`config.mk`:
```
export PLATFORM = sky130hd
export DESIGN_NAME = tcf_forcing_top
export DESIGN_NICKNAME = d
export VERILOG_FILES = /design/src/verilog/tcf_forcing_top.v /design/src/verilog/tcf_stat_mem.v
export VERILOG_INCLUDE_DIRS = /design/src /design/src/common
export SDC_FILE = /design/constraint.sdc
export NUM_CORES = 2
export LEC_CHECK = 0
export BUFFER_PORTS_ARGS = -buffer_cell sky130_fd_sc_hd__buf_2
export CAP_MARGIN = 20
export CORE_MARGIN = 8
export CORE_UTILIZATION = 55
export DETAILED_ROUTE_END_ITERATION = 12
export GPL_TIMING_DRIVEN = 0
export PLACE_DENSITY = 0.76
export SYNTH_ARGS = -nofsm -noshare
export SYNTH_HDL_FRONTEND = slang
export SYNTH_HIERARCHICAL = 1
export SYNTH_SLANG_ARGS = --single-unit
```
`constraint.sdc`:
```
create_clock -name clk -period 6.2 [get_ports clk]
set_input_delay 0.93 -clock clk [delete_from_list [all_inputs] [get_ports clk]]
set_output_delay 0.93 -clock clk [all_outputs]
set_load 0.05 [all_outputs]
```
`src/common/tcf_regs.vh`:
```
// register map, field codes, reset values and rule overview for the test-mode forcing block
`ifndef TCF_REGS_VH
`define TCF_REGS_VH
// Overview of operation
// - test mode only while function enabled and selected initiating operand is 1
// - input with force disabled reports its true terminal state, even in test mode
// - input forced open reports 0 throughout test mode
// - input forced closed reports 1 throughout test mode
// - inputs report normally once all input force settings are disabled
// - test-mode indicator is on while test mode is active
// - output with force disabled follows its control operand
// - output forced energize is closed throughout test mode
// - output forced de-energize is open throughout test mode
// - output forced freeze holds its state from before test mode
// - every reported status bit uses 1 for on and 0 for off
// - readable state of 32 virtual inputs
// - readable state of up to 64 virtual outputs from their equations
// - remote input reports point state, or its default while source device offline
// - track 16 remote devices; all-online flag drops if a required one is offline
// - sequence number is unsigned 32-bit and wraps to zero past its maximum
// - changeover outputs report on/off only; make outputs add voltage/current detectors

// byte offsets
`define TCF_CTRL      8'h00
`define TCF_STATUS    8'h04
`define TCF_INFORCE   8'h08
`define TCF_OUTFORCE  8'h0C
`define TCF_CIN       8'h10
`define TCF_COUT      8'h14
`define TCF_CVDET     8'h18
`define TCF_CIDET     8'h1C
`define TCF_VIN       8'h20
`define TCF_VOUTLO    8'h24
`define TCF_VOUTHI    8'h28
`define TCF_RIN       8'h2C
`define TCF_RINDEF    8'h30
`define TCF_RINSRC0   8'h34
`define TCF_RINSRC1   8'h38
`define TCF_RINSRC2   8'h3C
`define TCF_RINSRC3   8'h40
`define TCF_RDEVREQ   8'h44
`define TCF_RDEVON    8'h48
`define TCF_RDEVSEL   8'h4C
`define TCF_REMOTE_STATE_NUMBER     8'h50
`define TCF_REMOTE_SEQUENCE_NUMBER     8'h54

// field positions
`define TCF_CTRL_FUNC     0
`define TCF_CTRL_INITSEL  1
`define TCF_STATUS_TEST   0
`define TCF_STATUS_ALLON  1

// force codes
`define TCF_IN_DIS      2'h0
`define TCF_IN_OPEN     2'h1
`define TCF_IN_CLOSED   2'h2
`define TCF_OUT_DIS     2'h0
`define TCF_OUT_ENER    2'h1
`define TCF_OUT_DEEN    2'h2
`define TCF_OUT_FREEZE  2'h3

// reset values
`define TCF_CTRL_RST    32'h00000000
`define TCF_FORCE_RST   32'h00000000
`define TCF_RINDEF_RST  32'h00000000
`define TCF_RINSRC_RST  32'h00000000
`define TCF_RDEVREQ_RST 16'h0000
`define TCF_RDEVSEL_RST 4'h0

// bus responses
`define TCF_RESP_OKAY   2'h0
`define TCF_RESP_SLVERR 2'h2
`endif

```
`src/verilog/tcf_forcing_top.v`:
```
// test-mode contact forcing and status reporting with an axi4-lite register slave
//
// Decided for this implementation: the address map and the AXI4-Lite interface to the registers.
`timescale 1ns/1ns
`include "tcf_regs.vh"
module tcf_forcing_top
#(
    parameter NIN       = 16,
    parameter NOUT      = 16,
    parameter MAKE_MASK = 16'hFFFF
)
(
    input  wire            clk,
    input  wire            sys_rst,
    input  wire [NIN-1:0]  contactTerm,
    input  wire            initOperand,
    input  wire [NOUT-1:0] outOperand,
    input  wire [NOUT-1:0] vDetect,
    input  wire [NOUT-1:0] iDetect,
    input  wire [31:0]     virtualIn,
    input  wire [63:0]     virtualOut,
    input  wire [31:0]     remotePoint,
    input  wire [15:0]     remoteOnline,
    input  wire            rxValid,
    input  wire [3:0]      rxDevice,
    input  wire [31:0]     rxStateNum,
    input  wire [31:0]     rxSeqNum,
    output reg  [NOUT-1:0] contactOut,
    output reg  [NIN-1:0]  contactReport,
    output reg             testModeLed,
    output reg             allOnline,
    input  wire            s_axi_awvalid,
    output reg             s_axi_awready,
    input  wire [7:0]      s_axi_awaddr,
    input  wire            s_axi_wvalid,
    output reg             s_axi_wready,
    input  wire [31:0]     s_axi_wdata,
    input  wire [3:0]      s_axi_wstrb,
    output reg             s_axi_bvalid,
    input  wire            s_axi_bready,
    output reg  [1:0]      s_axi_bresp,
    input  wire            s_axi_arvalid,
    output reg             s_axi_arready,
    input  wire [7:0]      s_axi_araddr,
    output reg             s_axi_rvalid,
    input  wire            s_axi_rready,
    output reg  [31:0]     s_axi_rdata,
    output reg  [1:0]      s_axi_rresp
);
    // ****************************************************************
    // configuration registers
    // ****************************************************************
    reg  [31:0]       ctrl, inForce, outForce, rinDefault;
    reg  [31:0]       rinSrc [0:3];
    reg  [15:0]       rdevReq;
    reg  [3:0]        rdevSel;

    // ****************************************************************
    // pin synchronisers
    // ****************************************************************
    // shared chain; a change counts once stages two and three agree
    localparam SW = NIN + 2 * NOUT;
    reg  [SW-1:0]     pinS1;
    reg  [SW-1:0]     pinS2;
    reg  [SW-1:0]     pinS3;
    reg  [SW-1:0]     pinTrue;
    wire [NIN-1:0]    cinTrue;
    wire [NOUT-1:0]   vTrue;
    wire [NOUT-1:0]   iTrue;

    assign cinTrue = pinTrue[NIN-1:0];
    assign vTrue   = pinTrue[NIN+NOUT-1:NIN];
    assign iTrue   = pinTrue[SW-1:NIN+NOUT];

    always @(posedge clk)
    begin
        if (sys_rst)
        begin
            pinS1   <= {SW{1'b0}};
            pinS2   <= {SW{1'b0}};
            pinS3   <= {SW{1'b0}};
            pinTrue <= {SW{1'b0}};
        end
        else
        begin
            pinS1   <= {iDetect, vDetect, contactTerm};
            pinS2   <= pinS1;
            pinS3   <= pinS2;
            pinTrue <= (pinS2 & pinS3) | (pinTrue & (pinS2 ^ pinS3));
        end
    end

    // ****************************************************************
    // test mode and contact forcing
    // ****************************************************************
    reg  [NOUT-1:0]   frozen, next_frozen, next_out;
    reg  [NIN-1:0]    next_report;
    reg  [NOUT-1:0]   vReport, iReport;
    wire              next_testMode, entering;
    integer           k, kr, kc;

    // with the select clear the initiate setting is a constant on
    assign next_testMode = ctrl[`TCF_CTRL_FUNC] &
                           (~ctrl[`TCF_CTRL_INITSEL] | initOperand);
    assign entering      = next_testMode & ~testModeLed;

    always @*
    begin
        // capture the pre-test state on the same edge the mode starts,
        // so a frozen output never glitches to its operand
        next_frozen = entering ? contactOut : frozen;
        for (k = 0; k < NIN; k = k + 1)
        begin
            if (!next_testMode || inForce[2*k +: 2] == `TCF_IN_DIS)
                next_report[k] = cinTrue[k];
            else if (inForce[2*k +: 2] == `TCF_IN_CLOSED)
                next_report[k] = 1'b1;
            else if (inForce[2*k +: 2] == `TCF_IN_OPEN)
                next_report[k] = 1'b0;
            else
                next_report[k] = cinTrue[k];
        end
        for (k = 0; k < NOUT; k = k + 1)
        begin
            if (!next_testMode)
                next_out[k] = outOperand[k];
            else
            begin
                case (outForce[2*k +: 2])
                    `TCF_OUT_ENER:   next_out[k] = 1'b1;
                    `TCF_OUT_DEEN:   next_out[k] = 1'b0;
                    `TCF_OUT_FREEZE: next_out[k] = next_frozen[k];
                    default:         next_out[k] = outOperand[k];
                endcase
            end
        end
    end

    always @(posedge clk)
    begin
        if (sys_rst)
        begin
            testModeLed   <= 1'b0;
            frozen        <= {NOUT{1'b0}};
            contactOut    <= {NOUT{1'b0}};
            contactReport <= {NIN{1'b0}};
            vReport       <= {NOUT{1'b0}};
            iReport       <= {NOUT{1'b0}};
        end
        else
        begin
            testModeLed   <= next_testMode;
            frozen        <= next_frozen;
            contactOut    <= next_out;
            contactReport <= next_report;
            // changeover contacts have no detectors to report
            vReport       <= vTrue & MAKE_MASK[NOUT-1:0];
            iReport       <= iTrue & MAKE_MASK[NOUT-1:0];
        end
    end

    // ****************************************************************
    // remote inputs and devices
    // ****************************************************************
    reg  [31:0]       rinState, next_rin;
    wire [63:0]       statWord;

    always @*
    begin
        for (kr = 0; kr < 32; kr = kr + 1)
        begin
            if (remoteOnline[rinSrc[kr / 8][4 * (kr % 8) +: 4]])
                next_rin[kr] = remotePoint[kr];
            else
                next_rin[kr] = rinDefault[kr];
        end
    end

    always @(posedge clk)
    begin
        if (sys_rst)
        begin
            rinState  <= 32'h00000000;
            allOnline <= 1'b1;
        end
        else
        begin
            rinState  <= next_rin;
            allOnline <= &(remoteOnline | ~rdevReq);
        end
    end

    // received counters are stored as-is; wrap is the sender's business
    tcf_stat_mem #(.DEPTH(16), .AW(4), .W(64)) statMem
    (
        .clk    (clk),
        .wrEn   (rxValid),
        .wrAddr (rxDevice),
        .wrData ({rxSeqNum, rxStateNum}),
        .rdAddr (rdevSel),
        .rdData (statWord)
    );

    // ****************************************************************
    // axi4-lite slave
    // ****************************************************************
    reg               awHeld, wHeld, arPend, rdOk;
    reg  [7:0]        awAddrQ, arAddrQ;
    reg  [31:0]       wDataQ, rdMux;
    reg  [3:0]        wStrbQ;
    wire              awFire, wFire, arFire, doWrite;
    wire              next_awHeld, next_wHeld, next_bvalid, next_arPend, next_rvalid;
    wire              srcHit, wrMapped;
    wire [7:0]        srcOff;

    assign awFire      = s_axi_awvalid & s_axi_awready;
    assign wFire       = s_axi_wvalid & s_axi_wready;
    assign arFire      = s_axi_arvalid & s_axi_arready;
    assign doWrite     = awHeld & wHeld & ~s_axi_bvalid;
    assign next_awHeld = (awHeld | awFire) & ~doWrite;
    assign next_wHeld  = (wHeld | wFire) & ~doWrite;
    assign next_bvalid = doWrite | (s_axi_bvalid & ~s_axi_bready);
    assign next_arPend = arFire;
    assign next_rvalid = arPend | (s_axi_rvalid & ~s_axi_rready);
    assign srcOff      = awAddrQ - `TCF_RINSRC0;
    assign srcHit      = (awAddrQ >= `TCF_RINSRC0) && (awAddrQ <= `TCF_RINSRC3) &&
                         (awAddrQ[1:0] == 2'h0);
    assign wrMapped    = (awAddrQ[1:0] == 2'h0) && (awAddrQ <= `TCF_REMOTE_SEQUENCE_NUMBER);

    function [31:0] merge;
        input [31:0] old, din;
        input [3:0]  strb;
        integer      b;
        begin
            merge = old;
            for (b = 0; b < 4; b = b + 1)
            begin
                if (strb[b])
                    merge[8*b +: 8] = din[8*b +: 8];
            end
        end
    endfunction

    always @(posedge clk)
    begin
        if (sys_rst)
        begin
            ctrl       <= `TCF_CTRL_RST;
            inForce    <= `TCF_FORCE_RST;
            outForce   <= `TCF_FORCE_RST;
            rinDefault <= `TCF_RINDEF_RST;
            for (kc = 0; kc < 4; kc = kc + 1)
                rinSrc[kc] <= `TCF_RINSRC_RST;
            rdevReq    <= `TCF_RDEVREQ_RST;
            rdevSel    <= `TCF_RDEVSEL_RST;
        end
        else if (doWrite)
        begin
            // read-only offsets take the write silently and answer okay
            if (srcHit)
                rinSrc[srcOff[3:2]] <= merge(rinSrc[srcOff[3:2]], wDataQ, wStrbQ);
            case (awAddrQ)
                `TCF_CTRL:     ctrl       <= merge(ctrl, wDataQ, wStrbQ);
                `TCF_INFORCE:  inForce    <= merge(inForce, wDataQ, wStrbQ);
                `TCF_OUTFORCE: outForce   <= merge(outForce, wDataQ, wStrbQ);
                `TCF_RINDEF:   rinDefault <= merge(rinDefault, wDataQ, wStrbQ);
                `TCF_RDEVREQ:
                begin
                    if (wStrbQ[0])
                        rdevReq[7:0] <= wDataQ[7:0];
                    if (wStrbQ[1])
                        rdevReq[15:8] <= wDataQ[15:8];
                end
                `TCF_RDEVSEL:
                begin
                    if (wStrbQ[0])
                        rdevSel <= wDataQ[3:0];
                end
                default:       ctrl       <= ctrl;
            endcase
        end
    end

    always @*
    begin
        rdOk  = 1'b1;
        rdMux = 32'h00000000;
        case (arAddrQ)
            `TCF_CTRL:     rdMux = ctrl;
            `TCF_STATUS:   rdMux = {30'h00000000, allOnline, testModeLed};
            `TCF_INFORCE:  rdMux = inForce;
            `TCF_OUTFORCE: rdMux = outForce;
            `TCF_CIN:      rdMux[NIN-1:0] = contactReport;
            `TCF_COUT:     rdMux[NOUT-1:0] = contactOut;
            `TCF_CVDET:    rdMux[NOUT-1:0] = vReport;
            `TCF_CIDET:    rdMux[NOUT-1:0] = iReport;
            `TCF_VIN:      rdMux = virtualIn;
            `TCF_VOUTLO:   rdMux = virtualOut[31:0];
            `TCF_VOUTHI:   rdMux = virtualOut[63:32];
            `TCF_RIN:      rdMux = rinState;
            `TCF_RINDEF:   rdMux = rinDefault;
            `TCF_RINSRC0:  rdMux = rinSrc[0];
            `TCF_RINSRC1:  rdMux = rinSrc[1];
            `TCF_RINSRC2:  rdMux = rinSrc[2];
            `TCF_RINSRC3:  rdMux = rinSrc[3];
            `TCF_RDEVREQ:  rdMux[15:0] = rdevReq;
            `TCF_RDEVON:   rdMux[15:0] = remoteOnline;
            `TCF_RDEVSEL:  rdMux[3:0] = rdevSel;
            `TCF_REMOTE_STATE_NUMBER:    rdMux = statWord[31:0];
            `TCF_REMOTE_SEQUENCE_NUMBER:    rdMux = statWord[63:32];
            default:       rdOk = 1'b0;
        endcase
    end

    always @(posedge clk)
    begin
        if (sys_rst)
        begin
            awHeld        <= 1'b0;
            wHeld         <= 1'b0;
            awAddrQ       <= 8'h00;
            wDataQ        <= 32'h00000000;
            wStrbQ        <= 4'h0;
            s_axi_awready <= 1'b0;
            s_axi_wready  <= 1'b0;
            s_axi_bvalid  <= 1'b0;
            s_axi_bresp   <= `TCF_RESP_OKAY;
            arPend        <= 1'b0;
            arAddrQ       <= 8'h00;
            s_axi_arready <= 1'b0;
            s_axi_rvalid  <= 1'b0;
            s_axi_rdata   <= 32'h00000000;
            s_axi_rresp   <= `TCF_RESP_OKAY;
        end
        else
        begin
            awHeld        <= next_awHeld;
            wHeld         <= next_wHeld;
            s_axi_awready <= ~next_awHeld;
            s_axi_wready  <= ~next_wHeld;
            if (awFire)
                awAddrQ <= s_axi_awaddr;
            if (wFire)
            begin
                wDataQ <= s_axi_wdata;
                wStrbQ <= s_axi_wstrb;
            end
            s_axi_bvalid  <= next_bvalid;
            if (doWrite)
                s_axi_bresp <= wrMapped ? `TCF_RESP_OKAY : `TCF_RESP_SLVERR;
            arPend        <= next_arPend;
            s_axi_arready <= ~next_arPend & ~next_rvalid;
            if (arFire)
                arAddrQ <= s_axi_araddr;
            s_axi_rvalid  <= next_rvalid;
            if (arPend)
            begin
                s_axi_rdata <= rdMux;
                s_axi_rresp <= rdOk ? `TCF_RESP_OKAY : `TCF_RESP_SLVERR;
            end
        end
    end
endmodule

```
`src/verilog/tcf_stat_mem.v`:
```
// per-device store of the last received state and sequence numbers
`timescale 1ns/1ns
module tcf_stat_mem
#(
    parameter DEPTH = 16,
    parameter AW    = 4,
    parameter W     = 64
)
(
    input  wire          clk,
    input  wire          wrEn,
    input  wire [AW-1:0] wrAddr,
    input  wire [W-1:0]  wrData,
    input  wire [AW-1:0] rdAddr,
    output reg  [W-1:0]  rdData
);
    // no reset on the array: a device never heard from reads as undefined
    reg [W-1:0] mem [0:DEPTH-1];

    always @(posedge clk)
    begin
        if (wrEn)
        begin
            mem[wrAddr] <= wrData;
        end
        rdData <= mem[rdAddr];
    end
endmodule
```
# Word level (Yosys, flattened, before mapping)
# Memories as Yosys holds them, arrays and structs flattened. A register that Yosys moved wholly into a read port is not among the register bits.
# Index checks and enable logic that the tools add are counted.
classes:
  n_shift: 0
  n_mul: 0
  n_reduce_logical: 65
  muxes: 210
  n_bitwise: 33
  eq_ne: 110
  add_sub_neg: 1
  magnitude_cmp: 35
  div_mod_pow: 0
ops:
  columns: ["op", "count"]
  rows:
  - ["12-bit case mux with 20 select lines", 1]
  - ["16-bit case mux with 14 select lines", 1]
  - ["4-bit by 5-bit less-than comparator with 1-bit output, second input constant", 32]
  - ["1-bit two-way mux", 137]
  - ["1-bit binary-select mux with 4-bit select", 32]
  - ["8-bit two-way mux", 16]
  - ["48-bit bitwise AND", 2]
  - ["2-bit == test, second input constant", 48]
  - ["4-bit case mux with 22 select lines", 1]
  - ["8-bit by 6-bit == test with 1-bit output, second input constant", 9]
  - ["2-bit by 1-bit == test with 1-bit output, second input constant", 32]
  - ["8-bit by 7-bit == test with 1-bit output, second input constant", 8]
  - ["3-bit AND reduction", 19]
  - ["48-bit bitwise OR", 1]
  - ["1-bit case mux with 3 select lines", 16]
  - ["48-bit XOR", 1]
  - ["2-bit logical NOT", 17]
  - ["8-bit by 4-bit == test with 1-bit output, second input constant", 4]
  - ["8-bit by 5-bit == test with 1-bit output, second input constant", 4]
  - ["32-bit two-way mux", 1]
  - ["32-bit OR reduction", 1]
  - ["22-bit OR reduction", 1]
  - ["8-bit by 7-bit <= comparator with 1-bit output, second input constant", 2]
  - ["8-bit logical NOT", 2]
  - ["17 further kinds", 66]
totals:
  regBits: 550
  mem_bits_ro: 0
  ramBits: 1152
  mem_count: 2
  latch_bits: 0
  out_inout_bits: 75
memory_table:
  columns: ["memory", "depth", "word_bits", "read_ports", "rd_ports_with_merged_regs", "wr", "line_no", "rtl"]
  rows:
  - ["statMem.mem", 16, 64, 1, 1, 1, "tcf_stat_mem.v:18", "reg [W-1:0] mem [0:DEPTH-1];"]
  - ["rinSrc", 4, 32, 4, 0, 4, "tcf_forcing_top.v:54", "reg [31:0] rinSrc [0:3];"]

# Longest topological paths before layout
logic_depth:
  depth_word: 10
  mapped_depth: 10
  depth_no_buf: 8

# Hierarchy
# Netlist, hierarchy kept.
by_module_without_submodules:
  columns: ["mod", "area_per_inst_um2", "cells_each", "instances"]
  rows:
  - ["tcf_stat_mem", 39581.7, 1647, 1]
  - ["tcf_forcing_top", 32103.3, 3111, 1]

# Least setup slack after synthesis
# OpenSTA, ideal clock, no wires.
synth_path:
  path_type: "input to register"
  startpoint: "in rxDevice[2]"
  endpoint: "mem statMem.mem[0][0], enable pin"
  setup_ps: 565
  setup_slack_ps: -159
  t_arrival_ps: 5793
  path_stages: 2
  cell_sequence: "or3b_2 nor3_1"
synth_lines:
  columns: ["element", "line_no", "rtl"]
  rows:
  - ["start: declaration", "tcf_forcing_top.v:25", "input wire [3:0] rxDevice,"]
  - ["end: declaration", "tcf_stat_mem.v:18", null]
# Straight into the memory's write port.

# Final worst setup path
layout_path:
  startpoint: "reg arAddrQ[3]"
  endpoint: "reg s_axi_rdata[24]"
layout_between:
  elab_chain_cells: 2
layout_lines:
  columns: ["element", "line_no", "rtl"]
  rows:
  - ["start: declaration", "tcf_forcing_top.v:208", "reg [7:0] awAddrQ, arAddrQ;"]
  - ["start signal: assignment", "tcf_forcing_top.v:354", "arAddrQ <= s_axi_araddr;"]
  - ["8-bit by 7-bit == test with 1-bit output, or another cell as far along", "tcf_forcing_top.v:288", "case (arAddrQ)"]
  - ["16-bit case mux with 14 select lines *", "tcf_forcing_top.v:288", null]
  - ["end signal: assignment", "tcf_forcing_top.v:358", "s_axi_rdata <= rdMux;"]
  - ["end: declaration", "tcf_forcing_top.v:47", "output reg [31:0] s_axi_rdata,"]
# Every way passes the cells marked *; elsewhere a longest branch is shown, timed or not.
# A chain may end at the register's enable or synchronous reset.

==> reports/qor.txt <==
=================================================================================================
Synthesized area per cell                                                                15.1 um2
Relative slew slack                                                                      -0.0641%
HP Start                                                                              iDetect[10]
Setup_tns                                                                                    0 ps
Violated checks                                                                      max-slew violations
Async SR Flop Fraction                                                                         0%
Final core occ                                                                              64.4%
Path depth of the worst reg2reg path                                                            9
Leakage power summed over all cells                                                       28.8 nW
Most used cells in the layout excluding fill and tap cells                           sky130_fd_sc_hd__edfxtp_1, sky130_fd_sc_hd__dfxtp_1, sky130_fd_sc_hd__buf_2, sky130_fd_sc_hd__mux4_2, sky130_fd_sc_hd__nand2_1
Average via count per standard cell                                                          7.02
Number of placed instances with taps included                                                6988
Critical-path top delay cell                                                         sky130_fd_sc_hd__a211oi_1
Crit-path max cell delay                                                                   930 ps
Number of global-route vias before repair                                                   49500
FF+latch count, synth                                                                        1764
Share of the cycle needed by the critical path after routing                                71.7%
Final Hold Slack                                                                           332 ps
Layout Skew                                                                               60.6 ps
CTS buffer count                                                                              173
Max rail drop VDD                                                                          347 uV
Kind of cell adding the most delay to the critical path                              buffers and inverters
Pin count of the biggest net entering global routing                                           25
Layout overhead on the synthesized area                                                     16.2%
Number of distinct library cell variants in the gate-level netlist after synthesis             83
Cell depth of the worst min-delay path                                                          2
Number of pins exceeding their max-slew limit in the final report                               1
Pre-Repair DR Iteration Count                                                                   9
Logic depth of the worst setup path including buffers                                           9
Post-route non-filler standard cell count                                                    7355
Final Worst Setup Slack                                                                   1760 ps
Register-to-Register Setup Slack                                                          1760 ps
Commonest non-fill, non-tap cell in the layout                                       sky130_fd_sc_hd__edfxtp_1
Maximum clock frequency                                                                   225 MHz
Setup CP Type                                                                          reg -> reg
Crit end category                                                                            flop
Ratio of cells with drive above 1 in the final layout                                       24.4%
Clock-pin slew on the worst setup and hold paths                                            60 ps
Number of placement rows                                                                      132
P per Cell Area                                                                        303 mW/mm2
Clock tree root driver cell                                                          sky130_fd_sc_hd__clkbuf_16
Full die area                                                                           0.142 mm2
R2r endpoint                                                                         s_axi_rdata[24]
Startpoint of the worst-slack reg-to-reg timing path                                   arAddrQ[3]
GPL Wtd Cong                                                                                 1.09
Hold endpoint                                                                           pinS1[42]
Number of synthesized flops with an enable pin                                               1152
Core Area                                                                               0.129 mm2
Arrival time of data at the critical path endpoint                                        5080 ps
Net count, final                                                                             5821
Buffering stage count on the worst path with inverters included                                 5
Post-detailed-route wirelength per cell                                                   42.7 um
Count of clock tree sinks                                                                    1764
RSZ-0062 raised after global routing                                                           no
Total I/O pin count                                                                           412
Routed Wire Length                                                                         314 mm
Initial core utilization                                                                    55.4%
Kind of start point of the critical path                                                     flop
Number of standard cells after synthesis                                                     4758
Total global routing track utilization                                                      43.2%
Final ANT Viol Nets                                                                             0
Final setup violation count                                                                     0
Req. time, crit path                                                                      6840 ps
CTS tree                                                                                      yes
Chip height                                                                                377 um
Setup fix buffers added after clock tree synthesis                                              0
Resized Gates After CTS                                                                         0
Sequential fraction of the synthesis area                                                   65.3%
HP Class                                                                                in -> reg
First-pass GRT wire length                                                                 418 mm
Dpl hpwl                                                                                   223 mm
Yosys warning total                                                                             6
Clock latency on the worst-skew pair                                                       820 ps
Clock buffer depth                                                                              3
Crit path time final                                                                      4440 ps
Count of port buffers added during placement                                                  407
Initial antenna violation count                                                                56
Chain of cells forming the critical path                                             buf_2, buf_6, buf_6, buf_4, buf_2, mux2i_1, o22ai_1, a211oi_1, o21ai_0
Floorplan die width                                                                        377 um
GR Overflow Total                                                                               0
Routed vias                                                                                 51600
Actual transition at the worst max-transition pin                                         1500 ps
Drt drc                                                                                         0
Placement Setup Slack                                                                     1400 ps
Number of failing hold endpoints at the final stage                                             0
Cts hold-fix bufs                                                                               0
Post-synthesis instance area                                                           0.0717 mm2
Maximum net fanout on the critical path                                                        11
Run status                                                                           complete, but fails checks
DRC violation total after the first TritonRoute iteration                                    8340
Max capacitance violation total                                                                 0
Clock H-tree levels                                                                             4
Top_reg_cell synth                                                                   sky130_fd_sc_hd__edfxtp_1
=================================================================================================
[power breakdown]
group          switching (mW)  total (mW)  internal, mW
combinational            1.14        1.64         0.499
sequential              0.214        13.0          12.8
clock                    4.72        10.7          5.94
total                    6.08        25.3          19.2
[through the flow]
stage	area, um2	power (mW)
2_1_floorplan	71700	13.8
3_3_place_gp	75900	14.7
3_5_place_dp	77400	14.7
4_1_cts	83200	25.2
5_1_grt	83300	25.7
6_report	83300	25.3
[flip-flops by register name, summed over array words and instances (netlist names), 32 cells and up]
signal	flops
wDataQ	32
inForce	32
statMem/rdData	64
rinState	32
statMem/mem	1024
ctrl	32
rinSrc	128
pinS1	48
pinS2	48
pinS3	48
pinTrue	48
outForce	32
rinDefault	32
s_axi_rdata	32
[synth_stat cells (19+ instances only)]
| cell type | n | area share [%] |
|---|---|---|
| sky130_fd_sc_hd__clkbuf_1 | 202 | 1.1 |
| sky130_fd_sc_hd__and2_1 | 123 | 1.1 |
| sky130_fd_sc_hd__nor3_1 | 27 | 0.19 |
| sky130_fd_sc_hd__nor2b_1 | 187 | 1.6 |
| sky130_fd_sc_hd__nand2_1 | 390 | 2.0 |
| sky130_fd_sc_hd__buf_1 | 28 | 0.15 |
| sky130_fd_sc_hd__mux2i_1 | 200 | 2.8 |
| sky130_fd_sc_hd__nand3_1 | 96 | 0.67 |
| sky130_fd_sc_hd__mux2_2 | 29 | 0.46 |
| sky130_fd_sc_hd__nor2_1 | 299 | 1.6 |
| sky130_fd_sc_hd__a22oi_1 | 210 | 2.2 |
| sky130_fd_sc_hd__a22o_1 | 19 | 0.23 |
| sky130_fd_sc_hd__buf_2 | 57 | 0.40 |
| sky130_fd_sc_hd__o22ai_1 | 38 | 0.33 |
| sky130_fd_sc_hd__edfxtp_1 | 1152 | 48 |
| sky130_fd_sc_hd__o21ai_0 | 79 | 0.55 |
| sky130_fd_sc_hd__buf_6 | 27 | 0.42 |
| sky130_fd_sc_hd__dfxtp_1 | 612 | 17 |
| sky130_fd_sc_hd__ha_1 | 52 | 0.91 |
| sky130_fd_sc_hd__a32oi_1 | 29 | 0.35 |
| sky130_fd_sc_hd__inv_1 | 31 | 0.16 |
| sky130_fd_sc_hd__a21oi_1 | 235 | 1.6 |
| sky130_fd_sc_hd__mux4_2 | 426 | 13 |
| sky130_fd_sc_hd__buf_4 | 21 | 0.22 |
[worst register-to-register path, stage by stage (launching register included)]
cell and delay (ps):
sky130_fd_sc_hd__dfxtp_1 310, sky130_fd_sc_hd__buf_2 270, sky130_fd_sc_hd__buf_6 250, sky130_fd_sc_hd__buf_6 300, sky130_fd_sc_hd__buf_4 480, sky130_fd_sc_hd__buf_2 760
sky130_fd_sc_hd__mux2i_1 660, sky130_fd_sc_hd__o22ai_1 140, sky130_fd_sc_hd__a211oi_1 930, sky130_fd_sc_hd__o21ai_0 180
[final cells by class]
type / count / area [um2]
antenna: 31 / 77.6
inverter: 32 / 120
clock buffer: 249 / 4900
sequential: 1764 / 46800
multi-input combinational: 2628 / 23300
clock inverter: 76 / 861
buffer: 335 / 1610
tap: 1742 / 2180
fill: 9044 / 46200
timing repair buffer: 498 / 3480
[worst max path at each step]
stage | from | to | slack (ps)
3_5_place_dp | sys_rst | rinSrc[0][10] | 1400
2_1_floorplan | rxDevice[2] | statMem/mem[8][0] | 140
4_1_cts | awAddrQ[2] | rinSrc[0][8] | 1880
6_report | arAddrQ[3] | s_axi_rdata[24] | 1760
3_3_place_gp | rxDevice[2] | statMem/mem[8][7] | -4820
5_1_grt | awAddrQ[2] | rinSrc[0][31] | 1880
[layer usage]
layer / global-route usage (%) / vias up / wire length (um)
li1: - / 19700 / -
met1: 53.2 / 26100 / 107000
met2: 65.4 / 4787 / 138000
met3: 15.4 / 1054 / 43400
met4: 26.4 / 30 / 25100
met5: 0 / - / 207
[logic make-up after synthesis]
family / synth area share, %
AOI/OAI and AO/OA: 6.57
other: 0.00523
and+or+nand+nor: 8.07
DFF: 65.3
adders and majority gates: 0.908
buffers and inverters: 2.41
muxes: 16.7
No activity file was read; power rests on OpenSTA's default activity.
